==> src/include/rst_seq_pkg.sv <==
// Constants, register map and reset values for the reset sequencer.
// Assumes a 100 MHz pclk and a 32-bit APB master.
package rst_seq_pkg;

	// ****************************************
	// Timing
	// ****************************************
	localparam int unsigned CLK_PERIOD_NS   = 10;
	localparam int unsigned STARTUP_CLOCKS  = 1024;
	localparam int unsigned OPT_LOAD_CLOCKS = 16;
	localparam logic [10:0] STARTUP_LAST    = 11'(STARTUP_CLOCKS - 1);
	localparam logic [10:0] RESET_LAST      = 11'(STARTUP_CLOCKS + OPT_LOAD_CLOCKS - 1);

	// ****************************************
	// Register offsets
	// ****************************************
	localparam logic [7:0] OFS_STATUS    = 8'h00;
	localparam logic [7:0] OFS_CMD       = 8'h04;
	localparam logic [7:0] OFS_TMR_CTRL  = 8'h08;
	localparam logic [7:0] OFS_INT_CTRL  = 8'h0C;
	localparam logic [7:0] OFS_CONV_CTRL = 8'h10;
	localparam logic [7:0] OFS_CONV_CLK  = 8'h14;
	localparam logic [7:0] OFS_PORT_A    = 8'h18;
	localparam logic [7:0] OFS_PORT_B    = 8'h1C;
	localparam logic [7:0] OFS_PORT_D    = 8'h20;
	localparam logic [7:0] OFS_POINTERS  = 8'h24;

	// ****************************************
	// Fields, masks and reset values
	// ****************************************
	localparam int unsigned CMD_HALT_BIT   = 0;
	localparam int unsigned CMD_CLRWDT_BIT = 1;
	localparam logic [7:0]  TMR_CTRL_RST   = 8'h08;
	localparam logic [7:0]  TMR_CTRL_MASK  = 8'hDF;
	localparam logic [7:0]  INT_CTRL_RST   = 8'h00;
	localparam logic [7:0]  INT_CTRL_MASK  = 8'h7F;
	localparam logic [7:0]  CONV_CTRL_RST  = 8'h40;
	localparam logic [2:0]  CONV_CLK_RST   = 3'h4;
	localparam logic [7:0]  PORT_A_RST     = 8'hFF;
	localparam logic [3:0]  PORT_B_RST     = 4'hF;
	localparam logic        PORT_D_RST     = 1'b1;

	typedef enum logic [1:0] {
		ST_RUN   = 2'b00,
		ST_HALT  = 2'b01,
		ST_RESET = 2'b10,
		ST_WAKE  = 2'b11
	} seq_state_e;

endpackage

==> src/rtl/mcu_reset_sequencer.sv <==
// Reset sequencer: cause tracking, startup delay and register reset values.
// Assumes pin and core strobes synchronous to pclk; presetn is power-on reset.
//
// Added by the designer: the APB interface to the registers and the address map.
`timescale 1ns/1ns
`default_nettype none

module mcu_reset_sequencer
	import rst_seq_pkg::*;
(
	input  wire logic        pclk,                // System clock
	input  wire logic        presetn,             // Power-on reset, active low
	input  wire logic        psel,                // APB select
	input  wire logic        penable,             // APB enable
	input  wire logic        pwrite,              // APB direction
	input  wire logic [7:0]  paddr,               // APB byte address
	input  wire logic [31:0] pwdata,              // APB write data
	output logic      [31:0] prdata,              // APB read data
	output logic             pready,              // APB ready
	output logic             pslverr,             // APB error
	input  wire logic        ext_reset_pin_n,     // External reset pin
	input  wire logic        wdt_timeout,         // Watchdog overflow pulse
	input  wire logic        halt_exec,           // Halt instruction pulse
	input  wire logic        clr_wdt_exec,        // Watchdog clear instruction pulse
	input  wire logic        wake_req,            // Interrupt or port wake from halt
	output logic             core_reset_n,        // Core held in reset, active low
	output logic             core_stall,          // Core stalled after wake
	output logic             pc_sp_clear,         // Zero PC, stack pointer to top
	output logic             wdt_clear,           // Watchdog counter cleared
	output logic             wdt_run,             // Watchdog may count
	output logic             timeout_flag,        // Status timeout bit
	output logic             powerdown_flag,      // Status powerdown bit
	output logic      [7:0]  timer_control_reg,   // Timer control
	output logic      [7:0]  interrupt_control_reg, // Interrupt control
	output logic      [7:0]  converter_control_reg, // Converter control
	output logic      [2:0]  converter_clock_select_reg, // Converter clock select
	output logic      [7:0]  port_a_data,         // Port A latch
	output logic      [7:0]  port_a_direction,    // Port A direction, 1 = input
	output logic      [3:0]  port_b_data,         // Port B latch
	output logic      [3:0]  port_b_direction,    // Port B direction
	output logic             port_d_data,         // Port D latch
	output logic             port_d_direction,    // Port D direction
	output logic      [6:0]  memory_pointer,      // Memory pointer
	output logic      [7:0]  table_pointer        // Table pointer
);

	// ****************************************
	// APB decode
	// ****************************************
	seq_state_e  state_reg;
	seq_state_e  state_next;
	logic [10:0] cnt_reg;
	logic [10:0] cnt_next;
	logic        warm_reg;
	logic        to_next;
	logic        pd_next;
	logic [31:0] rd_mux;

	wire setup_rd  = psel && !penable && !pwrite;
	wire wr_go     = psel && penable && pwrite;
	wire hit_cmd   = paddr == OFS_CMD;
	wire mapped    = paddr inside {OFS_STATUS, OFS_CMD, OFS_TMR_CTRL, OFS_INT_CTRL, OFS_CONV_CTRL,
	                              OFS_CONV_CLK, OFS_PORT_A, OFS_PORT_B, OFS_PORT_D, OFS_POINTERS};
	wire sw_halt   = wr_go && hit_cmd && pwdata[CMD_HALT_BIT];
	wire sw_clrwdt = wr_go && hit_cmd && pwdata[CMD_CLRWDT_BIT];
	wire halt_go   = halt_exec || sw_halt;
	wire clr_go    = clr_wdt_exec || sw_clrwdt;
	wire pin_low   = !ext_reset_pin_n;
	wire in_reset  = state_reg == ST_RESET;
	wire ptr_wr    = wr_go && paddr == OFS_POINTERS;

	assign pready  = 1'b1;
	assign pslverr = psel && penable && !mapped;

	always_comb begin
		unique case (paddr)
			OFS_STATUS:    rd_mux = {27'h0, state_reg, warm_reg, powerdown_flag, timeout_flag};
			OFS_TMR_CTRL:  rd_mux = {24'h0, timer_control_reg};
			OFS_INT_CTRL:  rd_mux = {24'h0, interrupt_control_reg};
			OFS_CONV_CTRL: rd_mux = {24'h0, converter_control_reg};
			OFS_CONV_CLK:  rd_mux = {29'h0, converter_clock_select_reg};
			OFS_PORT_A:    rd_mux = {16'h0, port_a_direction, port_a_data};
			OFS_PORT_B:    rd_mux = {24'h0, port_b_direction, port_b_data};
			OFS_PORT_D:    rd_mux = {30'h0, port_d_direction, port_d_data};
			OFS_POINTERS:  rd_mux = {17'h0, memory_pointer, table_pointer};
			default:       rd_mux = 32'h0;
		endcase
	end

	// Read data captured in setup so the access phase needs no wait state
	always_ff @(posedge pclk or negedge presetn) begin
		if (!presetn) begin
			prdata <= 32'h0;
		end else if (setup_rd) begin
			prdata <= rd_mux;
		end
	end

	// ****************************************
	// Sequencer
	// ****************************************
	always_comb begin
		state_next = state_reg;
		cnt_next   = cnt_reg;
		to_next    = timeout_flag;
		pd_next    = powerdown_flag;
		if (clr_go) begin
			pd_next = 1'b0;
		end
		if (pin_low) begin
			state_next = ST_RESET;
			cnt_next   = 11'h0;
			if (state_reg == ST_HALT || state_reg == ST_WAKE) begin
				to_next = 1'b0;
				pd_next = 1'b1;
			end
		end else begin
			unique case (state_reg)
				ST_RUN: begin
					if (wdt_timeout) begin
						state_next = ST_RESET;
						cnt_next   = 11'h0;
						to_next    = 1'b1;
					end else if (halt_go) begin
						state_next = ST_HALT;
						to_next    = 1'b0;
						pd_next    = 1'b1;
					end
				end
				ST_HALT: begin
					if (wdt_timeout) begin
						state_next = ST_WAKE;
						cnt_next   = 11'h0;
						to_next    = 1'b1;
						pd_next    = 1'b1;
					end else if (wake_req) begin
						state_next = ST_WAKE;
						cnt_next   = 11'h0;
					end
				end
				ST_RESET: begin
					// Startup count then option load, one counter for both
					cnt_next = cnt_reg + 11'h1;
					if (cnt_reg == RESET_LAST) begin
						state_next = ST_RUN;
					end
				end
				ST_WAKE: begin
					cnt_next = cnt_reg + 11'h1;
					if (cnt_reg == STARTUP_LAST) begin
						state_next = ST_RUN;
					end
				end
			endcase
		end
	end

	// Power-on starts in the reset sequence with both cause bits cleared
	always_ff @(posedge pclk or negedge presetn) begin
		if (!presetn) begin
			state_reg      <= ST_RESET;
			cnt_reg        <= 11'h0;
			timeout_flag   <= 1'b0;
			powerdown_flag <= 1'b0;
			warm_reg       <= 1'b0;
		end else begin
			state_reg      <= state_next;
			cnt_reg        <= cnt_next;
			timeout_flag   <= to_next;
			powerdown_flag <= pd_next;
			warm_reg       <= state_reg == ST_HALT && state_next == ST_WAKE && wdt_timeout;
		end
	end

	assign core_reset_n = !in_reset;
	assign core_stall   = state_reg == ST_WAKE;
	assign pc_sp_clear  = in_reset || warm_reg;
	assign wdt_clear    = in_reset;
	assign wdt_run      = state_reg == ST_RUN || state_reg == ST_HALT;

	// ****************************************
	// Reset-loaded registers
	// ****************************************
	// Held at defaults for the whole reset so software cannot race the load
	always_ff @(posedge pclk or negedge presetn) begin
		if (!presetn) begin
			timer_control_reg          <= TMR_CTRL_RST;
			interrupt_control_reg      <= INT_CTRL_RST;
			converter_control_reg      <= CONV_CTRL_RST;
			converter_clock_select_reg <= CONV_CLK_RST;
			{port_a_data, port_a_direction} <= {PORT_A_RST, PORT_A_RST};
			{port_b_data, port_b_direction} <= {PORT_B_RST, PORT_B_RST};
			{port_d_data, port_d_direction} <= {PORT_D_RST, PORT_D_RST};
		end else if (in_reset) begin
			timer_control_reg          <= TMR_CTRL_RST;
			interrupt_control_reg      <= INT_CTRL_RST;
			converter_control_reg      <= CONV_CTRL_RST;
			converter_clock_select_reg <= CONV_CLK_RST;
			{port_a_data, port_a_direction} <= {PORT_A_RST, PORT_A_RST};
			{port_b_data, port_b_direction} <= {PORT_B_RST, PORT_B_RST};
			{port_d_data, port_d_direction} <= {PORT_D_RST, PORT_D_RST};
		end else if (wr_go) begin
			unique case (paddr)
				OFS_TMR_CTRL:  timer_control_reg          <= pwdata[7:0] & TMR_CTRL_MASK;
				OFS_INT_CTRL:  interrupt_control_reg      <= pwdata[7:0] & INT_CTRL_MASK;
				OFS_CONV_CTRL: converter_control_reg      <= pwdata[7:0];
				OFS_CONV_CLK:  converter_clock_select_reg <= pwdata[2:0];
				OFS_PORT_A:    {port_a_direction, port_a_data} <= pwdata[15:0];
				OFS_PORT_B:    {port_b_direction, port_b_data} <= pwdata[7:0];
				OFS_PORT_D:    {port_d_direction, port_d_data} <= pwdata[1:0];
				default: ;
			endcase
		end
	end

	// Pointers are not touched by any sequenced reset
	always_ff @(posedge pclk or negedge presetn) begin
		if (!presetn) begin
			{memory_pointer, table_pointer} <= 15'h0;
		end else if (ptr_wr) begin
			{memory_pointer, table_pointer} <= pwdata[14:0];
		end
	end

	// ****************************************
	// Assertions
	// ****************************************
	pin_reset_a: assert property (@(posedge pclk) disable iff (!presetn)
		pin_low |=> !core_reset_n && wdt_clear)
		else $error("pin low did not enter reset");

	warm_keep_a: assert property (@(posedge pclk) disable iff (!presetn)
		(state_reg == ST_HALT && wdt_timeout && !pin_low) |=>
		core_reset_n && pc_sp_clear && $stable(port_a_direction) && $stable(timer_control_reg))
		else $error("warm reset disturbed registers");

	wdt_halt_flags_a: assert property (@(posedge pclk) disable iff (!presetn)
		(state_reg == ST_HALT && wdt_timeout && !pin_low) |=> timeout_flag && powerdown_flag)
		else $error("warm reset cause bits not 11");

	pin_halt_flags_a: assert property (@(posedge pclk) disable iff (!presetn)
		(state_reg == ST_HALT && pin_low) |=> !timeout_flag && powerdown_flag)
		else $error("pin wake cause bits not 01");

	wdt_run_flag_a: assert property (@(posedge pclk) disable iff (!presetn)
		(state_reg == ST_RUN && wdt_timeout && !pin_low) |=> timeout_flag ##1 !core_reset_n)
		else $error("watchdog run cause bit not set");

	wake_delay_a: assert property (@(posedge pclk) disable iff (!presetn)
		(state_reg == ST_HALT && wake_req && !wdt_timeout && !pin_low) |=>
		core_stall && cnt_reg == 11'h0)
		else $error("wake did not start startup delay");

	option_delay_a: assert property (@(posedge pclk) disable iff (!presetn)
		(in_reset && cnt_reg == STARTUP_LAST && !pin_low) |=> !core_reset_n [*8])
		else $error("option load delay missing");

	reset_values_a: assert property (@(posedge pclk) disable iff (!presetn)
		(in_reset && $past(in_reset)) |-> timer_control_reg == TMR_CTRL_RST &&
		converter_control_reg == CONV_CTRL_RST && converter_clock_select_reg == CONV_CLK_RST)
		else $error("reset values not loaded");

	port_values_a: assert property (@(posedge pclk) disable iff (!presetn)
		(in_reset && $past(in_reset)) |-> &{port_a_data, port_a_direction, port_b_data,
		port_b_direction, port_d_data, port_d_direction})
		else $error("ports not set to input");

	halt_flags_a: assert property (@(posedge pclk) disable iff (!presetn)
		(state_reg == ST_RUN && halt_go && !wdt_timeout && !pin_low) |=>
		powerdown_flag && !timeout_flag && wdt_run)
		else $error("halt flags wrong");

	// ****************************************
	// Assertions: counter end points and holds
	// ****************************************
	// An off-by-one at RESET_LAST shifts every release from reset, at STARTUP_LAST every end of a wake stall
	wdt_release_a: assert property (@(posedge pclk) disable iff (!presetn)
		(in_reset && cnt_reg == RESET_LAST && !pin_low) |=> core_reset_n && wdt_run && !wdt_clear)
		else $error("watchdog not released after reset");

	int_reset_a: assert property (@(posedge pclk) disable iff (!presetn)
		(in_reset && $past(in_reset)) |-> interrupt_control_reg == INT_CTRL_RST && pc_sp_clear)
		else $error("interrupts or PC not reset");

	warm_pulse_a: assert property (@(posedge pclk) disable iff (!presetn)
		(state_reg == ST_HALT && wdt_timeout && !pin_low) |=> pc_sp_clear ##1 (in_reset || !pc_sp_clear))
		else $error("warm stack clear not one cycle");

	wake_end_a: assert property (@(posedge pclk) disable iff (!presetn)
		(state_reg == ST_WAKE && cnt_reg == STARTUP_LAST && !pin_low) |=> !core_stall && wdt_run)
		else $error("wake delay did not end on count");

	pin_run_flags_a: assert property (@(posedge pclk) disable iff (!presetn)
		(state_reg == ST_RUN && pin_low && !clr_go) |=> $stable(timeout_flag) && $stable(powerdown_flag))
		else $error("pin reset while running changed cause bits");

	clr_pd_a: assert property (@(posedge pclk) disable iff (!presetn)
		(state_reg == ST_RUN && clr_go && !halt_go && !wdt_timeout && !pin_low) |=> !powerdown_flag)
		else $error("watchdog clear kept powerdown");

	pointer_keep_a: assert property (@(posedge pclk) disable iff (!presetn)
		!ptr_wr |=> $stable({memory_pointer, table_pointer}))
		else $error("pointers changed without a write");

endmodule // mcu_reset_sequencer

`default_nettype wire

==> config.mk <==
export PLATFORM = sky130hd
export DESIGN_NAME = mcu_reset_sequencer
export DESIGN_NICKNAME = d
export VERILOG_FILES = /design/src/include/rst_seq_pkg.sv /design/src/rtl/mcu_reset_sequencer.sv
export SDC_FILE = /design/constraint.sdc
export NUM_CORES = 1
export LEC_CHECK = 0
export BUFFER_PORTS_ARGS = -buffer_cell sky130_fd_sc_hd__buf_4
export CORE_MARGIN = 10
export CORE_UTILIZATION = 40
export DETAILED_ROUTE_END_ITERATION = 7
export PLACE_DENSITY = 0.65
export SYNTH_ARGS = -nofsm -noshare
export SYNTH_HDL_FRONTEND = slang
export SYNTH_SLANG_ARGS = --single-unit
==> constraint.sdc <==
create_clock -name pclk -period 5.42 [get_ports pclk]
set_clock_uncertainty 0.15 [all_clocks]
set_input_delay 1.084 -clock pclk [delete_from_list [all_inputs] [get_ports pclk]]
set_output_delay 1.084 -clock pclk [all_outputs]
set_load 0.005 [all_outputs]
==> metrics <==
leading area contributor after synthesis=dfrtp_1; Rel. slew slack=38.4%; fin crit share=73.4%; synthesized instance count=494; Avg Inst Size Synth=10.2 sq um; final instance area=6260 sq um; CP Cell Sequence=buf_4, nor4_4, nand2_1, and3_1, and3_1, buf_4; CTS tree=done; top cells by count, synth=85 x nand2_1, 68 x dfrtp_1, 33 x mux2i_1, 30 x dfstp_2; CP max FO=8; max FFs per register=16; vias in the first global route=4296; DRC viols=0; Detailed Routing Iterations Pass 1=5; WS Path Type=in -> out; routability cong.=0.800; worst path bufs/invs=2; PnR Total Power=1.46 mW; VDD IR max=0.118 mV; synthesized flop and latch total=98; Critical Path RT=4190 ps; layout cells sized above 1=33.9%; Max clock buf depth=2; power density cells=233 nW/um^2; Clock transition at path regs=70 ps; largest net degree at the start of global routing=56; Port Buffer Count=123; nets@finish=651; Area after DPL=5980 sq um; crit path time final=3980 ps; EDFF count, synth=0; Crit. End Element=output port; async set-reset flop share out of synthesis=100%; Worst path max stage delay=590 ps; root buffer cell=clkbuf_16; Layout Area Growth over Synthesis=23.8%; # hold bufs at CTS=0; DRT iter0 DRCs=217; Post-DP HPWL=11300 um; CP startpoint kind=input port; Die ar.=17600 sq um; antenna violations before repair=0; maxcap violations=0; initial core utilization=40.4%; Post-synth top flop=dfrtp_1; via/cell ratio=5.27; Max Slew Vio Count=0; CTS resizes=0; Ys Warns=0; worst min-delay path category=reg -> reg; Distinct cells, synth=59; final antenna-violating net count=0; number of setup buffers added after CTS=0; Worst Path Arrival=2750 ps; I/O pins=159; Cell Area, Synth=5060 sq um; RSZ-0062 raised after global routing=no; Row Count=41; CP top delay family=simple AND/OR/NAND/NOR gates; Setup TNS Final=0 ps; total grt overflow=0; H-tree depth=3; setup ws final=1440 ps; count leader, synth=nand2_1; top cell type's share of synthesized area=33.6%; clk sinks=98; total CTS buffers=9; final setup fails=0; utilization after layout=50.1%; synth top area cells=dfrtp_1 34%, dfstp_2 16%, mux2i_1 6.5%; GRT Overall Usage=17.4%; vias post-DR=4095; Fin. Hold Viols=0; Core Area=12500 sq um; antenna fix cells=0; worst skew pair latency=350 ps; WL final=15400 um; Seq/Total Area, Yosys=49.2%; wire per inst=19.8 um; Place WS=1430 ps; slowest CP cell=nor4_4; fmax=251 MHz; die height=132 um; status=finished clean; first-pass GRT wire length=24500 um; Layout fillers=1227; Slew @ Worst Pin=911 ps; Pleak=2.98 nW; die span in x=132 um
[final timing paths]
path | end | from | slack, ps | cells past startpoint
worst min register to register | prdata[13]$_DFFE_PN0P_ | prdata[13]$_DFFE_PN0P_ | 330 | 2
worst max register to register | state_reg[1]$_DFF_PN1_ | cnt_reg[3]$_DFFE_PN0P_ | 3500 | 5
max in group asynchronous | prdata[7]$_DFFE_PN0P_ | presetn | 3400 | 2
worst min-delay path | prdata[13]$_DFFE_PN0P_ | prdata[13]$_DFFE_PN0P_ | 330 | 2
worst max-delay path | pslverr | paddr[4] | 1440 | 6
min in group asynchronous | prdata[10]$_DFFE_PN0P_ | presetn | 620 | 1
[per-stage QoR]
step                      std cells  hold slack (ps)
after floorplan                 511              323
final                           777              332
after CTS                       777              339
after detailed placement        761              322
after global routing            777              361
after global placement          761              313
[worst register-to-register path: cells and delay by family (launching register included)]
family,cells,cell delay (ps)
DFF,1,420
and+or+nand+nor,4,1060
AOI/OAI and AO/OA,1,230
[cell usage in the layout, fill, tap and decap left out, types with 3 or more instances in the layout]
master	n
and3_1	6
a21oi_1	18
clkbuf_16	9
mux2_4	10
dfstp_2	30
xor2_1	5
nor2_1	28
nand4_1	5
buf_4	125
nor4b_1	3
conb_1	19
a22o_1	3
o21ai_0	28
nand2b_1	9
a31oi_1	6
mux2i_1	33
dfrtp_1	68
a22oi_1	15
nor2b_1	7
nand3_1	27
inv_6	3
mux2_2	13
nand2_1	85
and2_1	6
[final cells by class]
class / count / area (sq um) / area share (%)
Clock buffer: 11 / 243 / 3.87
Clock inverter: 5 / 43.8 / 0.699
Inverter: 2 / 7.51 / 0.120
Multi-Input combinational cell: 364 / 2330 / 37.1
Sequential cell: 98 / 2490 / 39.7
Tap cell: 172 / 215 / 3.44
Timing Repair Buffer: 125 / 938 / 15.0
[per-layer routing]
layer | wire [um] | vias up | track usage (%)
met3 | 991 | 14 | 4.69
met2 | 7390 | 125 | 28.1
met4 | 178 | 0 | 5.20
met1 | 6870 | 2041 | 22.2
met5 | 0 | - | 0
li1 | - | 1915 | -
[cells by family (layout without fill, tap and decap cells)]
logic type      count (synthesis)  count (layout)  share of synthesized area (%)
mux                            57              57                           12.8
xor+xnor                        6               6                           1.04
compound gates                 86              86                           10.6
other cells                     2              19                          0.148
fa+ha+maj                       1               1                          0.247
simple gates                  195             195                           19.9
flops                          98              98                           49.2
buf+inv                        49             143                           6.08
[where the power goes]
group	leakage [nW]	switching (mW)	total, mW	internal (mW)
sequential	1.26	0.00358	0.739	0.736
combinational	1.58	0.0586	0.0935	0.0349
clock	0.141	0.295	0.626	0.331
total	2.98	0.357	1.46	1.10
No activity file was read; power rests on OpenSTA's default activity.
